<file path="src/include/smbt_defines.vh">
`ifndef SMBT_DEFINES_VH
`define SMBT_DEFINES_VH

// Register indices on the host port.
`define SMBT_AW 4
`define SMBT_DW 8
`define SMBT_ADDR_OWN 4'h0
`define SMBT_ADDR_CTRL 4'h1
`define SMBT_ADDR_STAT 4'h2
`define SMBT_ADDR_DATA 4'h3
`define SMBT_ADDR_INT_STAT 4'h4
`define SMBT_ADDR_INT_EN 4'h5
`define SMBT_ADDR_INT_CLR 4'h6

// Control register fields.
`define SMBT_CTRL_ACK 0
`define SMBT_CTRL_MSEL 1

// Bus status register fields.
`define SMBT_STAT_DONE 0
`define SMBT_STAT_AAT 1
`define SMBT_STAT_BUSY 2
`define SMBT_STAT_RXNAK 3
`define SMBT_STAT_TTX 4

// Interrupt status, enable and clear layout.
`define SMBT_INT_W 4
`define SMBT_INT_DONE 0
`define SMBT_INT_AAT 1
`define SMBT_INT_STOP 2
`define SMBT_INT_NAK 3

// Reset values.
`define SMBT_OWN_RST 7'h00
`define SMBT_BYTE_RST 8'h00
`define SMBT_INT_RST 4'h0

// Bit counting within one byte.
`define SMBT_CNT_W 4
`define SMBT_CNT_ZERO 4'h0
`define SMBT_CNT_ONE 4'h1
`define SMBT_CNT_FULL 4'h8

`endif

</file>
<file path="src/rtl/smbt_sync.v">
`timescale 1ns/10ps
`default_nettype none

module smbt_sync #(
  parameter WIDTH = 2
) (
  // Clock and reset
  input wire clk_sys,
  input wire rst,
  // Asynchronous levels in, synchronised levels out
  input wire [WIDTH-1:0] async_in,
  output reg [WIDTH-1:0] sync_q
);

  reg [WIDTH-1:0] meta_q;

  // Lines idle high, so both stages reset to one.
  always @(posedge clk_sys) begin
    if (rst) begin
      meta_q <= {WIDTH{1'b1}};
      sync_q <= {WIDTH{1'b1}};
    end else begin
      meta_q <= async_in;
      sync_q <= meta_q;
    end
  end

endmodule // smbt_sync

`default_nettype wire

</file>
<file path="src/rtl/smbt_byte_flow.v">
// Summary of operation
// - With interrupts enabled, every finished data byte either direction raises the interrupt.
// - Byte-complete flag sets at every data byte end, interrupts enabled or not.
// - Receive copies the shift register into the bus data register as each data ack bit starts; transmit reloads it from there as the ack ends.
// - Data states move on to the next byte without waiting on the host.
// - Entering STOP as controller requests a STOP from the line generator; otherwise none.
// - STOP advances to IDLE after one cycle, or to HEADER if a START is detected in that cycle.
// - Each received data byte's acknowledge slot, and that of a header matching the own address, drives SDA with the ack drive value.
// - Host clears controller mode select to ask for STOP; device then requests it from the line generator.
// - Own address match at header acknowledge switches to target and sets flag.
// - Transmit returns to sending on each ack except as controller with mode select cleared; stops on missing ack or STOP.
`include "smbt_defines.vh"
`timescale 1ns/10ps
`default_nettype none

module smbt_byte_flow (
  // Clock and reset
  input wire clk_sys,
  input wire rst,
  // Host register port
  input wire [`SMBT_AW-1:0] reg_addr,
  input wire [`SMBT_DW-1:0] reg_wdata,
  input wire reg_wr,
  input wire reg_rd,
  output reg [`SMBT_DW-1:0] reg_rdata_q,
  // Interrupt
  output wire irq,
  // SMBus lines
  input wire scl_in,
  input wire sda_in,
  output wire sda_out,
  output reg sda_oe_n_q,
  // Requests to the line generator
  output wire gen_start_req,
  output wire gen_stop_req
);

  localparam [7:0] ST_IDLE = 8'h01;
  localparam [7:0] ST_HEADER = 8'h02;
  localparam [7:0] ST_ACK_HEADER = 8'h04;
  localparam [7:0] ST_RCV_DATA = 8'h08;
  localparam [7:0] ST_ACK_DATA = 8'h10;
  localparam [7:0] ST_XMIT_DATA = 8'h20;
  localparam [7:0] ST_WAIT_ACK = 8'h40;
  localparam [7:0] ST_STOP = 8'h80;

  wire [1:0] line_sync;
  wire scl_s;
  wire sda_s;
  reg scl_prev_q;
  reg sda_prev_q;
  wire scl_rise;
  wire scl_fall;
  wire start_det;
  wire stop_det;

  reg [7:0] state_q;
  reg [`SMBT_CNT_W-1:0] cnt_q;
  reg [7:0] shift_q;
  reg [7:0] hdr_q;
  reg [7:0] data_q;
  reg [6:0] own_q;
  reg ack_val_q;
  reg msel_q;
  reg ctl_act_q;
  reg aat_q;
  reg busy_q;
  reg [`SMBT_INT_W-1:0] int_stat_q;
  reg [`SMBT_INT_W-1:0] int_en_q;

  reg [7:0] state_d;
  reg [`SMBT_CNT_W-1:0] cnt_d;
  reg [7:0] shift_d;
  reg drive_low_d;
  reg load_data;
  reg load_hdr;
  reg set_done;
  reg set_aat;
  reg set_nak;
  reg enter_target;

  wire wr_own;
  wire wr_ctrl;
  wire wr_data;
  wire wr_int_en;
  wire wr_int_clr;
  wire hdr_match;
  wire ack_missing;
  wire [`SMBT_INT_W-1:0] int_set;
  wire [`SMBT_DW-1:0] ctrl_view;
  wire [`SMBT_DW-1:0] stat_view;

  smbt_sync #(
    .WIDTH(2)
  ) u_line_sync (
    .clk_sys(clk_sys),
    .rst(rst),
    .async_in({scl_in, sda_in}),
    .sync_q(line_sync)
  );

  assign scl_s = line_sync[1];
  assign sda_s = line_sync[0];
  assign scl_rise = scl_s & ~scl_prev_q;
  assign scl_fall = ~scl_s & scl_prev_q;
  // SDA moving while SCL stays high marks START or STOP.
  assign start_det = scl_s & scl_prev_q & sda_prev_q & ~sda_s;
  assign stop_det = scl_s & scl_prev_q & ~sda_prev_q & sda_s;

  assign hdr_match = (shift_q[7:1] == own_q);
  // The bit shifted in at the acknowledge clock sits in the low bit.
  assign ack_missing = shift_q[0];

  assign sda_out = 1'b0;

  always @(posedge clk_sys) begin
    if (rst) begin
      scl_prev_q <= 1'b1;
      sda_prev_q <= 1'b1;
    end else begin
      scl_prev_q <= scl_s;
      sda_prev_q <= sda_s;
    end
  end

  // Next state, evaluated on each falling SCL edge.
  always @* begin
    state_d = state_q;
    cnt_d = cnt_q;
    shift_d = shift_q;
    drive_low_d = 1'b0;
    load_data = 1'b0;
    load_hdr = 1'b0;
    set_done = 1'b0;
    set_aat = 1'b0;
    set_nak = 1'b0;
    enter_target = 1'b0;
    case (state_q)
      ST_IDLE: begin
        state_d = ST_IDLE;
      end
      ST_HEADER: begin
        if (cnt_q == `SMBT_CNT_FULL) begin
          state_d = ST_ACK_HEADER;
          cnt_d = `SMBT_CNT_ZERO;
          load_hdr = 1'b1;
          if (hdr_match) begin
            enter_target = 1'b1;
            set_aat = 1'b1;
            drive_low_d = ~ack_val_q;
          end
        end else begin
          drive_low_d = ctl_act_q & ~shift_q[7];
        end
      end
      ST_ACK_HEADER: begin
        if (ctl_act_q) begin
          if (ack_missing) begin
            state_d = ST_STOP;
            set_nak = 1'b1;
          end else if (hdr_q[0]) begin
            state_d = ST_RCV_DATA;
          end else begin
            state_d = ST_XMIT_DATA;
            shift_d = data_q;
            drive_low_d = ~data_q[7];
          end
        end else if (aat_q) begin
          if (hdr_q[0]) begin
            state_d = ST_XMIT_DATA;
            shift_d = data_q;
            drive_low_d = ~data_q[7];
          end else begin
            state_d = ST_RCV_DATA;
          end
        end else begin
          state_d = ST_IDLE;
        end
      end
      ST_RCV_DATA: begin
        if (cnt_q == `SMBT_CNT_FULL) begin
          state_d = ST_ACK_DATA;
          cnt_d = `SMBT_CNT_ZERO;
          load_data = 1'b1;
          set_done = 1'b1;
          drive_low_d = ~ack_val_q;
        end
      end
      ST_ACK_DATA: begin
        // No wait for the host to have taken the byte.
        if (ctl_act_q & ~msel_q) begin
          state_d = ST_STOP;
        end else begin
          state_d = ST_RCV_DATA;
        end
      end
      ST_XMIT_DATA: begin
        if (cnt_q == `SMBT_CNT_FULL) begin
          state_d = ST_WAIT_ACK;
          cnt_d = `SMBT_CNT_ZERO;
          set_done = 1'b1;
        end else begin
          drive_low_d = ~shift_q[7];
        end
      end
      ST_WAIT_ACK: begin
        if (ack_missing) begin
          state_d = ctl_act_q ? ST_STOP : ST_IDLE;
          set_nak = 1'b1;
        end else if (ctl_act_q & ~msel_q) begin
          state_d = ST_STOP;
        end else begin
          // The next byte is taken from the data register at the fall that ends the ack bit.
          state_d = ST_XMIT_DATA;
          shift_d = data_q;
          drive_low_d = ~data_q[7];
        end
      end
      ST_STOP: begin
        state_d = ST_STOP;
      end
      default: begin
        state_d = ST_IDLE;
      end
    endcase
  end

  // Protocol state, counters and line drive.
  always @(posedge clk_sys) begin
    if (rst) begin
      state_q <= ST_IDLE;
      cnt_q <= `SMBT_CNT_ZERO;
      shift_q <= `SMBT_BYTE_RST;
      hdr_q <= `SMBT_BYTE_RST;
      sda_oe_n_q <= 1'b1;
      ctl_act_q <= 1'b0;
      aat_q <= 1'b0;
      busy_q <= 1'b0;
    end else if (stop_det) begin
      // A STOP on the line ends everything, including the target session.
      state_q <= ST_IDLE;
      cnt_q <= `SMBT_CNT_ZERO;
      sda_oe_n_q <= 1'b1;
      ctl_act_q <= 1'b0;
      aat_q <= 1'b0;
      busy_q <= 1'b0;
    end else if (start_det) begin
      state_q <= ST_HEADER;
      cnt_q <= `SMBT_CNT_ZERO;
      shift_q <= data_q;
      sda_oe_n_q <= 1'b1;
      ctl_act_q <= msel_q;
      aat_q <= 1'b0;
      busy_q <= 1'b1;
    end else if (state_q == ST_STOP) begin
      // The generator has been asked for STOP; the machine goes idle at once.
      state_q <= ST_IDLE;
      sda_oe_n_q <= 1'b1;
      ctl_act_q <= 1'b0;
    end else if (scl_fall) begin
      state_q <= state_d;
      cnt_q <= cnt_d;
      shift_q <= shift_d;
      sda_oe_n_q <= ~drive_low_d;
      if (load_hdr) begin
        hdr_q <= shift_q;
      end
      if (enter_target) begin
        ctl_act_q <= 1'b0;
      end
      if (set_aat) begin
        aat_q <= 1'b1;
      end
    end else if (scl_rise) begin
      shift_q <= {shift_q[6:0], sda_s};
      if ((state_q == ST_HEADER) | (state_q == ST_RCV_DATA) | (state_q == ST_XMIT_DATA)) begin
        cnt_q <= cnt_q + `SMBT_CNT_ONE;
      end
    end
  end

  // The STOP request lasts the one cycle spent in STOP, controller only.
  assign gen_stop_req = (state_q == ST_STOP) & ctl_act_q;
  assign gen_start_req = msel_q & ~busy_q & ~ctl_act_q;

  // Host register port.
  assign wr_own = reg_wr & (reg_addr == `SMBT_ADDR_OWN);
  assign wr_ctrl = reg_wr & (reg_addr == `SMBT_ADDR_CTRL);
  assign wr_data = reg_wr & (reg_addr == `SMBT_ADDR_DATA);
  assign wr_int_en = reg_wr & (reg_addr == `SMBT_ADDR_INT_EN);
  assign wr_int_clr = reg_wr & (reg_addr == `SMBT_ADDR_INT_CLR);

  always @(posedge clk_sys) begin
    if (rst) begin
      own_q <= `SMBT_OWN_RST;
      ack_val_q <= 1'b0;
      msel_q <= 1'b0;
      data_q <= `SMBT_BYTE_RST;
      int_en_q <= `SMBT_INT_RST;
    end else begin
      if (wr_own) begin
        own_q <= reg_wdata[7:1];
      end
      if (wr_ctrl) begin
        ack_val_q <= reg_wdata[`SMBT_CTRL_ACK];
        msel_q <= reg_wdata[`SMBT_CTRL_MSEL];
      end
      // Being addressed drops controller mode even against a host write.
      if (scl_fall & enter_target & ~stop_det & ~start_det & (state_q != ST_STOP)) begin
        msel_q <= 1'b0;
      end
      if (wr_data) begin
        data_q <= reg_wdata;
      end
      // A received byte lands over any host write in the same cycle.
      if (scl_fall & load_data & ~stop_det & ~start_det & (state_q != ST_STOP)) begin
        data_q <= shift_q;
      end
      if (wr_int_en) begin
        int_en_q <= reg_wdata[`SMBT_INT_W-1:0];
      end
    end
  end

  // Sticky event flags; a new event wins over a clear in the same cycle.
  assign int_set[`SMBT_INT_DONE] = scl_fall & set_done & ~stop_det & ~start_det
                                   & (state_q != ST_STOP);
  assign int_set[`SMBT_INT_AAT] = scl_fall & set_aat & ~stop_det & ~start_det
                                  & (state_q != ST_STOP);
  assign int_set[`SMBT_INT_STOP] = stop_det;
  assign int_set[`SMBT_INT_NAK] = scl_fall & set_nak & ~stop_det & ~start_det
                                  & (state_q != ST_STOP);

  genvar gi;
  generate
    for (gi = 0; gi < `SMBT_INT_W; gi = gi + 1) begin : g_int
      always @(posedge clk_sys) begin
        if (rst) begin
          int_stat_q[gi] <= 1'b0;
        end else if (int_set[gi]) begin
          int_stat_q[gi] <= 1'b1;
        end else if (wr_int_clr & reg_wdata[gi]) begin
          int_stat_q[gi] <= 1'b0;
        end
      end
    end
  endgenerate

  assign irq = |(int_stat_q & int_en_q);

  assign ctrl_view = {6'h00, msel_q, ack_val_q};
  assign stat_view = {3'h0, hdr_q[0] & aat_q, ack_missing, busy_q, aat_q,
                      int_stat_q[`SMBT_INT_DONE]};

  always @(posedge clk_sys) begin
    if (rst) begin
      reg_rdata_q <= `SMBT_BYTE_RST;
    end else if (reg_rd) begin
      case (reg_addr)
        `SMBT_ADDR_OWN: begin
          reg_rdata_q <= {own_q, 1'b0};
        end
        `SMBT_ADDR_CTRL: begin
          reg_rdata_q <= ctrl_view;
        end
        `SMBT_ADDR_STAT: begin
          reg_rdata_q <= stat_view;
        end
        `SMBT_ADDR_DATA: begin
          reg_rdata_q <= data_q;
        end
        `SMBT_ADDR_INT_STAT: begin
          reg_rdata_q <= {4'h0, int_stat_q};
        end
        `SMBT_ADDR_INT_EN: begin
          reg_rdata_q <= {4'h0, int_en_q};
        end
        default: begin
          reg_rdata_q <= `SMBT_BYTE_RST;
        end
      endcase
    end
  end

endmodule // smbt_byte_flow

`default_nettype wire

</file>
<file path="config.mk">
export PLATFORM = sky130hd
export DESIGN_NAME = smbt_byte_flow
export DESIGN_NICKNAME = d
export VERILOG_FILES = /design/src/rtl/smbt_sync.v /design/src/rtl/smbt_byte_flow.v
export VERILOG_INCLUDE_DIRS = /design/src /design/src/include
export SDC_FILE = /design/constraint.sdc
export NUM_CORES = 1
export LEC_CHECK = 0
export BUFFER_PORTS_ARGS = -buffer_cell sky130_fd_sc_hd__buf_2
export CORE_MARGIN = 2
export CORE_UTILIZATION = 45
export DETAILED_ROUTE_END_ITERATION = 10
export HOLD_SLACK_MARGIN = 0.08
export SYNTH_ARGS = -nofsm -noshare
export SYNTH_HDL_FRONTEND = slang
export SYNTH_SLANG_ARGS = --single-unit
export TNS_END_PERCENT = 5
</file>
<file path="constraint.sdc">
create_clock -name clk_sys -period 2.4 [get_ports clk_sys]
set_input_delay 0.48 -clock clk_sys [delete_from_list [all_inputs] [get_ports clk_sys]]
set_output_delay 0.48 -clock clk_sys [all_outputs]
set_load 0.02 [all_outputs]
</file>
==> run_results.csv, run 1 <==
group,metric,value,unit
critical_path,critical_path_class,"reg -> out",
die,dieArea,0.00879,sq mm
timing,drv_slew,0,
global_routing,antenna_found_initial,0,
timing,relSlewSlack,57.2,%
route,post_drt_wl_per_cell,17.8,um
clocking,h-tree-depth,3,
critical_path,cp_max_fo,10,
layout,layout_common_cells,"dfxtp_1 (64), nor2_1 (49), a21oi_1 (30), buf_2 (29), mux2i_1 (28)",
logic_synthesis,yosys.area.top_type_share,35.4,%
placed_design,dp.cells,539,
global_routing,grt_pass1_wl,16100,um
global_routing,grt_max_degree,45,
power,seq_power_share,44.2,%
layout,fin_cells,555,
die,die_width,93.7,um
logic_synthesis,synthArstFlopShare,0,%
power,switching_power,0.644,mW
critical_path,critPathLaunchType,"flip-flop",
clocking,cts_num_sinks,64,
route,viasPerCell,5.98,
logic_synthesis,synth_top_family_by_area,"simple AND/OR/NAND/NOR gates",
timing,setup_viol,0,
layout,layout_commonest_cell,"dfxtp_1",
route,drt-initial-drc-count,156,
die,fp.dieH,93.7,um
global_routing,grt.total_usage,23.6,%
layout,diodes,0,
clocking,clockBufferDepth,2,
logic_synthesis,yosys.cell_types.count,63,
logic_synthesis,ys_warn_count,0,
logic_synthesis,synth_xor_area_share,2.66,%
timing,fin_setup_tns,0,ns
logic_synthesis,synth_compound_area_share,21.1,%
power,pwr-share-clk,46.5,%
worst_hold_path,min_to,"u_line_sync.meta_q[0]",
power,power_density,617,mW/mm^2
critical_path,r2r-start,"state_q[1]",
logic_synthesis,synthAdderAreaFrac,1.38,%
clocking,cts_hold_buf,0,
clocking,clk_pin_slew,0.07,ns
timing,min_period,2.29,ns
worst_hold_path,hold_path.class,"in -> reg",
logic_synthesis,synthTopCellsByArea,"dfxtp_1 (35%), mux2i_1 (7.7%), nor2_1 (5.1%), a21oi_1 (4.1%), a22oi_1 (3.1%)",
route,drt_pass1_iterations,4,
timing,grt_setup_unrepaired,"false",
logic_synthesis,yosys.area.top_type,"dfxtp_1",
worst_hold_path,whs_path_depth,2,
route,drc,0,
critical_path,crit_required,1.92,ns
logic_synthesis,syn_avg_cell_area,8.61,sq um
power,swShare,25.3,%
layout,layout.nets,470,
critical_path,end_kind,"output port",
placed_design,port_buffers,29,
clocking,insertion_delay,0.35,ns
placed_design,gp_congestion,0.974,
logic_synthesis,synth-edff-count,0,
layout,drive_gt1_share,18.1,%
timing,finalHoldViolCount,0,
logic_synthesis,syn_inst,421,
critical_path,r2r_cells,5,
clocking,cts-buffers-inserted,9,
die,initial_core_util,46.6,%
critical_path,r2r_setup_slack,0.18,ns
flow_run,maxCapViolCount,0,
clocking,cts_root_buf,"clkbuf_8",
logic_synthesis,syn_area,0.00362,sq mm
power,p_leak,1.59,nW
critical_path,reg2reg_to,"shift_q[3]",
logic_synthesis,synth_simple_gate_area_share,25.6,%
clocking,cts_resized,0,
timing,tightest_slew,0.636,ns
layout,fill_cells,759,
layout,area_delta_synth_final,13.9,%
clocking,cts_setup_buffers,0,
clocking,cts_tree,"built",
logic_synthesis,synthesis.nets,443,
timing,max_freq,0.436,GHz
logic_synthesis,synthMuxAreaShare,8.67,%
timing,skew,0.00969,ns
critical_path,worstPathArrival,1.81,ns
global_routing,first_global_vias,3092,
die,ioPinCount,31,
route,ant_nets,0,
placed_design,dpl.hpwl,7190,um
route,vias,3320,
status,outcome,"complete, no violations",
power,irDropWorstVdd,0.264,mV
power,comb_power_share,9.3,%
route,drt-total-wl,9890,um
die,core_area,0.00777,sq mm
global_routing,overflow,0,
power,p_int,1.90,mW
timing,fin_crit_sh,95.5,%
logic_synthesis,synth.yosys.seq_area_share,35.4,%
logic_synthesis,ys.flop_type,"dfxtp_1",
logic_synthesis,synth.ff_latch_count,64,
die,row_count,32,
worst_hold_path,min_from,"sda_in",
## synth_stat cells (all sizes together) (4+ instances only)
cell,n
a31oi,4
nand3,22
a311oi,8
a22o,5
dfxtp,64
a22oi,15
nand2,22
inv,9
o211ai,7
buf,11
nand4,4
ha,4
or2,7
nor3b,6
xor2,9
o21ai,11
and2,4
a21oi,30
clkbuf,19
nand3b,4
and3b,5
mux2i,28
nand2b,9
a211oi,9
nor3,5
nor4,6
nor2,49
nor2b,6
## metrics by stage
stage	area, sq um	worst slack, ns	util [%]	hold WS, ns	power (mW)
after floorplan	3620	0.434	-	0.389	1.30
after global placement	3870	0.307	49.8	0.395	1.38
after detailed placement	3870	0.257	49.8	0.393	1.38
after CTS	4120	0.0734	53.1	0.309	2.56
after global routing	4130	0.0388	53.1	0.311	2.64
final	4130	0.108	53.1	0.316	2.55
## routing by layer
metal	GRT usage [%]	wire (um)
met1	31.5	4560
met2	37.2	4520
met3	3.77	462
met4	11.2	347
met5	0	0
## cell families (layout without fill, tap and decap cells)
logic type	Yosys count	count (layout)
AO/OA/AOI/OAI	110	110
flip-flops	64	64
buffers and inverters	39	71
AND/OR/NAND/NOR	162	162
multiplexers	30	30
XOR/XNOR	11	11
other	1	1
adder cells (fa/ha/maj)	4	4
## power by group through the flow
stage | Combinational, mW | Clock, mW | Sequential (mW)
2_1_floorplan | 0.166 | 0 | 1.14
3_3_place_gp | 0.232 | 0 | 1.15
3_5_place_dp | 0.234 | 0 | 1.15
4_1_cts | 0.235 | 1.20 | 1.12
5_1_grt | 0.260 | 1.25 | 1.13
6_report | 0.237 | 1.18 | 1.13
## state kept, by name, summed over array words and instances, names as in the netlist, 4 cells and up
name         count
data_q           8
shift_q          8
state_q          8
own_q            7
int_stat_q       4
cnt_q            4
int_en_q         4
reg_rdata_q      8
## final cells by class
cell class                 instances  area, sq um  share of cell area [%]
timing repair buffer              46          273                    6.61
inverter                           9         33.8                   0.819
sequential                        64         1280                    31.0
tap                              102          128                    3.09
multi-input combinational        318         2160                    52.3
clock buffer                      10          138                    3.34
clock inverter                     6          115                    2.79
## worst max-delay path by stage
stage,from,to,slack [ns],cells after the start
after global placement,state_q[1],shift_q[6],0.31,5
after floorplan,state_q[4],shift_q[1],0.43,7
after detailed placement,state_q[1],shift_q[3],0.26,5
after CTS,state_q[6],gen_stop_req,0.07,4
final,state_q[1],gen_stop_req,0.11,4
after global routing,state_q[1],gen_stop_req,0.04,4
## worst max-delay path: stages (launching register included)
cell	delay (ns)
dfxtp_1	0.45
nor4_4	0.46
and3_1	0.27
and2_1	0.13
buf_2	0.15
Note: power is estimated with default switching activity, not from simulation.
==> inputs of run 2 (changes only) <==
--- a/config.mk
+++ b/config.mk
@@ -7,10 +7,13 @@
 export NUM_CORES = 1
 export LEC_CHECK = 0
 export BUFFER_PORTS_ARGS = -buffer_cell sky130_fd_sc_hd__buf_2
+export CELL_PAD_IN_SITES_DETAIL_PLACEMENT = 0
+export CELL_PAD_IN_SITES_GLOBAL_PLACEMENT = 2
 export CORE_MARGIN = 2
-export CORE_UTILIZATION = 45
+export CORE_UTILIZATION = 37
 export DETAILED_ROUTE_END_ITERATION = 10
 export HOLD_SLACK_MARGIN = 0.08
+export PLACE_DENSITY_LB_ADDON = 0.1
 export SYNTH_ARGS = -nofsm -noshare
 export SYNTH_HDL_FRONTEND = slang
 export SYNTH_SLANG_ARGS = --single-unit
==> run 2 against run 1 <==
- cell area increased by 0.64%
- largest power group is now sequential cells
- maximum frequency increased by 2.7%
- total power decreased by 2.5%
- flip-flop and latch count unchanged
- clock power decreased by 5%
- largest cell class unchanged
==> run_results.csv, run 2 (synthesis results as in run 1) <==
group,metric,value,unit
clocking,cts_tree,"built",
die,ioPinCount,31,
global_routing,grt_pass1_wl,16600,um
clocking,cts-buffers-inserted,9,
power,comb_power_share,9.7,%
layout,final_cell_area,0.00415,sq mm
layout,fill_cells,1000,
critical_path,critical_path_class,"reg -> out",
clocking,h-tree-depth,3,
clocking,clk_pin_slew,0.08,ns
clocking,clockBufferDepth,2,
power,p_int,1.83,mW
power,pwr-share-clk,45.1,%
power,swShare,26.3,%
clocking,cts_root_buf,"clkbuf_8",
clocking,insertion_delay,0.35,ns
placed_design,dp.cells,571,
power,power_density,598,mW/mm^2
power,power,2.48,mW
route,vias,3288,
worst_hold_path,whs_path_depth,2,
timing,relSlewSlack,55.5,%
critical_path,crit_required,1.92,ns
critical_path,end_kind,"output port",
timing,fin_setup_tns,0,ns
critical_path,cp_max_fo,8,
power,seq_power_share,45.2,%
placed_design,dpl.hpwl,7830,um
die,row_count,36,
timing,setup_viol,0,
timing,tightest_slew,0.662,ns
route,drt-initial-drc-count,143,
timing,fin_crit_sh,93.0,%
route,post_drt_wl_per_cell,18.0,um
status,outcome,"complete, no violations",
timing,min_period,2.23,ns
layout,layout.nets,471,
layout,drive_gt1_share,18.1,%
layout,seq_area,0.00128,sq mm
global_routing,grt.total_usage,20.8,%
placed_design,gp_congestion,0.891,
route,drt_pass1_iterations,5,
timing,finalHoldWorstSlack,0.307,ns
flow_run,maxCapViolCount,0,
power,irDropWorstVdd,0.331,mV
placed_design,place_area,0.00392,sq mm
global_routing,antenna_found_initial,0,
layout,multi_input_area,0.00215,sq mm
route,drt-total-wl,10500,um
critical_path,r2r_setup_slack,0.26,ns
worst_hold_path,min_from,"scl_in",
critical_path,worstPathArrival,1.75,ns
global_routing,first_global_vias,3045,
worst_hold_path,min_to,"u_line_sync.meta_q[1]",
die,core_area,0.00964,sq mm
timing,skew,0.0113,ns
die,die_width,103,um
timing,finalHoldViolCount,0,
critical_path,reg2reg_to,"shift_q[3]",
die,fp.dieH,103,um
placed_design,dp_worst_setup_slack,0.269,ns
route,ant_nets,0,
critical_path,r2r_cells,5,
layout,layout_commonest_cell,"dfxtp_1",
power,p_leak,1.60,nW
layout,fin_util,43.1,%
critical_path,r2r-start,"state_q[1]",
global_routing,overflow,0,
route,viasPerCell,5.60,
layout,fin_cells,587,
layout,layout_common_cells,"dfxtp_1 (64), nor2_1 (49), a21oi_1 (30), buf_2 (29), mux2i_1 (28)",
timing,drv_slew,0,
placed_design,port_buffers,29,
layout,area_delta_synth_final,14.6,%
worst_hold_path,hold_path.class,"in -> reg",
global_routing,grt_max_degree,30,
critical_path,critPathLaunchType,"flip-flop",
die,dieArea,0.0106,sq mm
timing,setup_ws,0.169,ns
die,initial_core_util,37.6,%
timing,max_freq,0.448,GHz
route,drc,0,
clocking,cts_num_sinks,64,
layout,diodes,0,
timing,grt_setup_unrepaired,"false",
power,switching_power,0.652,mW
clocking,cts_resized,0,
## run 2: changes by cell type in the layout (fill, tap and decap cells not counted)
cell,previous run,this run
inv_6,1,2
clkinvlp_4,1,0
nor3_1,4,5
buf_4,17,18
clkbuf_8,10,11
bufinv_16,3,2
nor3_2,1,0
## run 2: power groups by stage
stage | logic [mW] | clock network, mW | registers, mW
after global placement | 0.242 | 0 | 1.15
after global routing | 0.265 | 1.20 | 1.13
after detailed placement | 0.241 | 0 | 1.15
after CTS | 0.242 | 1.16 | 1.12
after floorplan | 0.166 | 0 | 1.14
final | 0.241 | 1.12 | 1.12
## run 2: how the worst max path moves through the flow
stage	from	to	cells after the start
after global placement	state_q[1]	shift_q[5]	5
after floorplan	state_q[4]	shift_q[1]	7
after CTS	state_q[1]	gen_stop_req	4
after global routing	state_q[4]	gen_stop_req	4
final	state_q[4]	gen_stop_req	4
after detailed placement	state_q[1]	shift_q[4]	5
## run 2: final cells by class
cell class | count | share of cell area, %
clock buffer | 11 | 3.65
clock inverter | 5 | 2.08
inverter | 9 | 0.813
multi-input combinational | 318 | 51.9
sequential | 64 | 30.9
tap | 133 | 4.01
timing repair buffer | 47 | 6.75
## run 2: routing by layer
metal | vias to the layer above | part of all wire, % | wire [um] | global-route usage [%]
li1 | 1611 | - | - | -
met1 | 1544 | 46 | 4880 | 27.3
met2 | 114 | 47 | 4910 | 33.7
met3 | 19 | 5.2 | 550 | 4.54
met4 | 0 | 2.0 | 206 | 7.39
met5 | - | 0 | 0 | 0
## run 2: critical path, stage by stage (launching register included)
cell     delay [ns]
dfxtp_1        0.44
nor4_4         0.39
and3_1         0.27
and2_1         0.15
buf_2          0.16
## run 2: what timing repair did
action | 4_1_cts | 5_1_grt
setup buffers | 0 | 0
setup endpoints to repair | 0 | 1
hold buffers | 0 | 0
==> inputs of run 3 (changes only) <==
==> constraint.sdc (replaced) <==
create_clock -name clk_sys -period 2.2 [get_ports clk_sys]
set_input_delay 0.44 -clock clk_sys [delete_from_list [all_inputs] [get_ports clk_sys]]
set_output_delay 0.44 -clock clk_sys [all_outputs]
set_load 0.05 [all_outputs]
==> run 3 against run 2 <==
- total power up 9.2%
- clock skew shrank 0.0053 ns
- largest cell class unchanged
- first-iteration DRC count grew 15%
- setup slack lost 0.078 ns
- global-route usage increased by 0.59 points
==> run_results.csv, run 3 (synthesis results as in run 1) <==
group,metric,value,unit
status,outcome,"complete, no violations",
critical_path,critPathLaunchType,"flip-flop",
layout,drive_gt1_share,22.1,%
placed_design,port_buffers,29,
power,irDropWorstVdd,0.244,mV
layout,layout.nets,488,
critical_path,crit_required,2.46,ns
placed_design,place_area,0.00404,sq mm
timing,skew,0.00597,ns
route,drt_pass1_iterations,5,
clocking,cts_num_sinks,64,
route,vias,3310,
power,seq_power_share,45.2,%
die,die_width,103,um
timing,min_period,2.11,ns
global_routing,grt_pass1_wl,16900,um
layout,layout_commonest_cell,"dfxtp_1",
timing,grt_setup_unrepaired,"false",
power,pwr-share-clk,44.1,%
route,viasPerCell,5.48,
timing,max_freq,0.474,GHz
power,comb_power_share,10.7,%
power,switching_power,0.733,mW
timing,drv_slew,0,
power,p_leak,1.68,nW
power,power_density,633,mW/mm^2
critical_path,end_kind,"flip-flop",
global_routing,grt_max_degree,46,
clocking,insertion_delay,0.36,ns
timing,fin_crit_sh,95.9,%
placed_design,gp_congestion,0.885,
die,fp.dieH,103,um
layout,final_cell_area,0.00429,sq mm
layout,fin_util,44.5,%
critical_path,critical_path_class,"reg -> reg",
timing,relSlewSlack,66.2,%
flow_run,maxCapViolCount,0,
global_routing,first_global_vias,3072,
die,initial_core_util,37.6,%
power,swShare,27.0,%
die,dieArea,0.0106,sq mm
timing,fin_setup_tns,0,ns
global_routing,overflow,0,
placed_design,dpl.hpwl,8030,um
die,ioPinCount,31,
timing,tightest_slew,0.506,ns
route,post_drt_wl_per_cell,17.9,um
timing,finalHoldViolCount,0,
critical_path,cp_max_fo,8,
die,row_count,36,
timing,setup_viol,0,
layout,layout_common_cells,"dfxtp_1 (62), nor2_1 (48), buf_4 (36), a21oi_1 (30)",
clocking,clk_pin_slew,0.07,ns
critical_path,worstPathArrival,2.37,ns
route,drt-total-wl,10800,um
global_routing,grt.total_usage,21.4,%
layout,area_delta_synth_final,18.3,%
critical_path,r2r_setup_slack,0.09,ns
power,p_int,1.98,mW
clocking,h-tree-depth,3,
global_routing,antenna_found_initial,0,
layout,diodes,0,
clocking,cts_tree,"built",
clocking,cts-buffers-inserted,9,
worst_hold_path,hold_path.class,"in -> reg",
clocking,clockBufferDepth,2,
clocking,cts_root_buf,"clkbuf_8",
route,drc,0,
route,ant_nets,0,
die,core_area,0.00964,sq mm
route,drt-initial-drc-count,165,
[run 3: area by class of cell]
class,instances,area (sq um)
Multi-Input combinational cell,318,2160
Timing Repair Buffer,64,410
Tap cell,133,166
Inverter,9,33.8
Clock inverter,6,91.3
Clock buffer,10,138
Fill cell,1009,5350
Sequential cell,64,1280
[run 3: what timing repair did]
action / CTS / global route
gates cloned: 0 / 0
setup endpoints to repair: 1 / 6
gates resized for setup: 1 / 5
hold buffers: 0 / 0
pin swaps: 1 / 1
setup buffers: 1 / 0
[run 3: per-layer routing]
metal	track usage, %	vias up	share of wire, %	wire length (um)
li1	-	1637	-	-
met1	28.5	1575	47	5070
met2	34.4	79	47	5130
met3	3.19	19	3.7	402
met4	9.11	0	2.0	216
met5	0	-	0	0
[run 3: path summary, 6_finish.rpt]
path | depth (start not counted) | endpoint | from
max | 6 | shift_q[7] | state_q[1]
min | 2 | u_line_sync.meta_q[1] | scl_in
max reg2reg | 6 | shift_q[7] | state_q[1]
min reg2reg | 1 | u_line_sync.sync_q[1] | u_line_sync.meta_q[1]
[run 3: power groups by stage]
stage / Sequential, mW / Clock, mW / Combinational, mW
2_1_floorplan: 1.24 / 0 / 0.184
3_3_place_gp: 1.25 / 0 / 0.288
3_5_place_dp: 1.25 / 0 / 0.289
4_1_cts: 1.23 / 1.23 / 0.291
5_1_grt: 1.23 / 1.27 / 0.319
6_report: 1.23 / 1.20 / 0.291
[run 3: worst max-delay path, cell delays in order, from the launching register on]
cell and delay (ns):
dfxtp_1 0.36, buf_4 0.19, nor4_4 0.42, o2111ai_1 0.21, a31o_4 0.30, and2_2 0.26
a311oi_1 0.26
[run 3: metrics by stage]
stage	setup slack (ns)	hold WS, ns	cells	total power [mW]
3_3_place_gp	0.115	0.392	587	1.54
5_1_grt	0.00920	0.255	604	2.83
3_5_place_dp	0.0787	0.398	587	1.54
2_1_floorplan	0.0683	0.389	421	1.43
6_report	0.0905	0.258	604	2.71
4_1_cts	0.0104	0.244	604	2.75
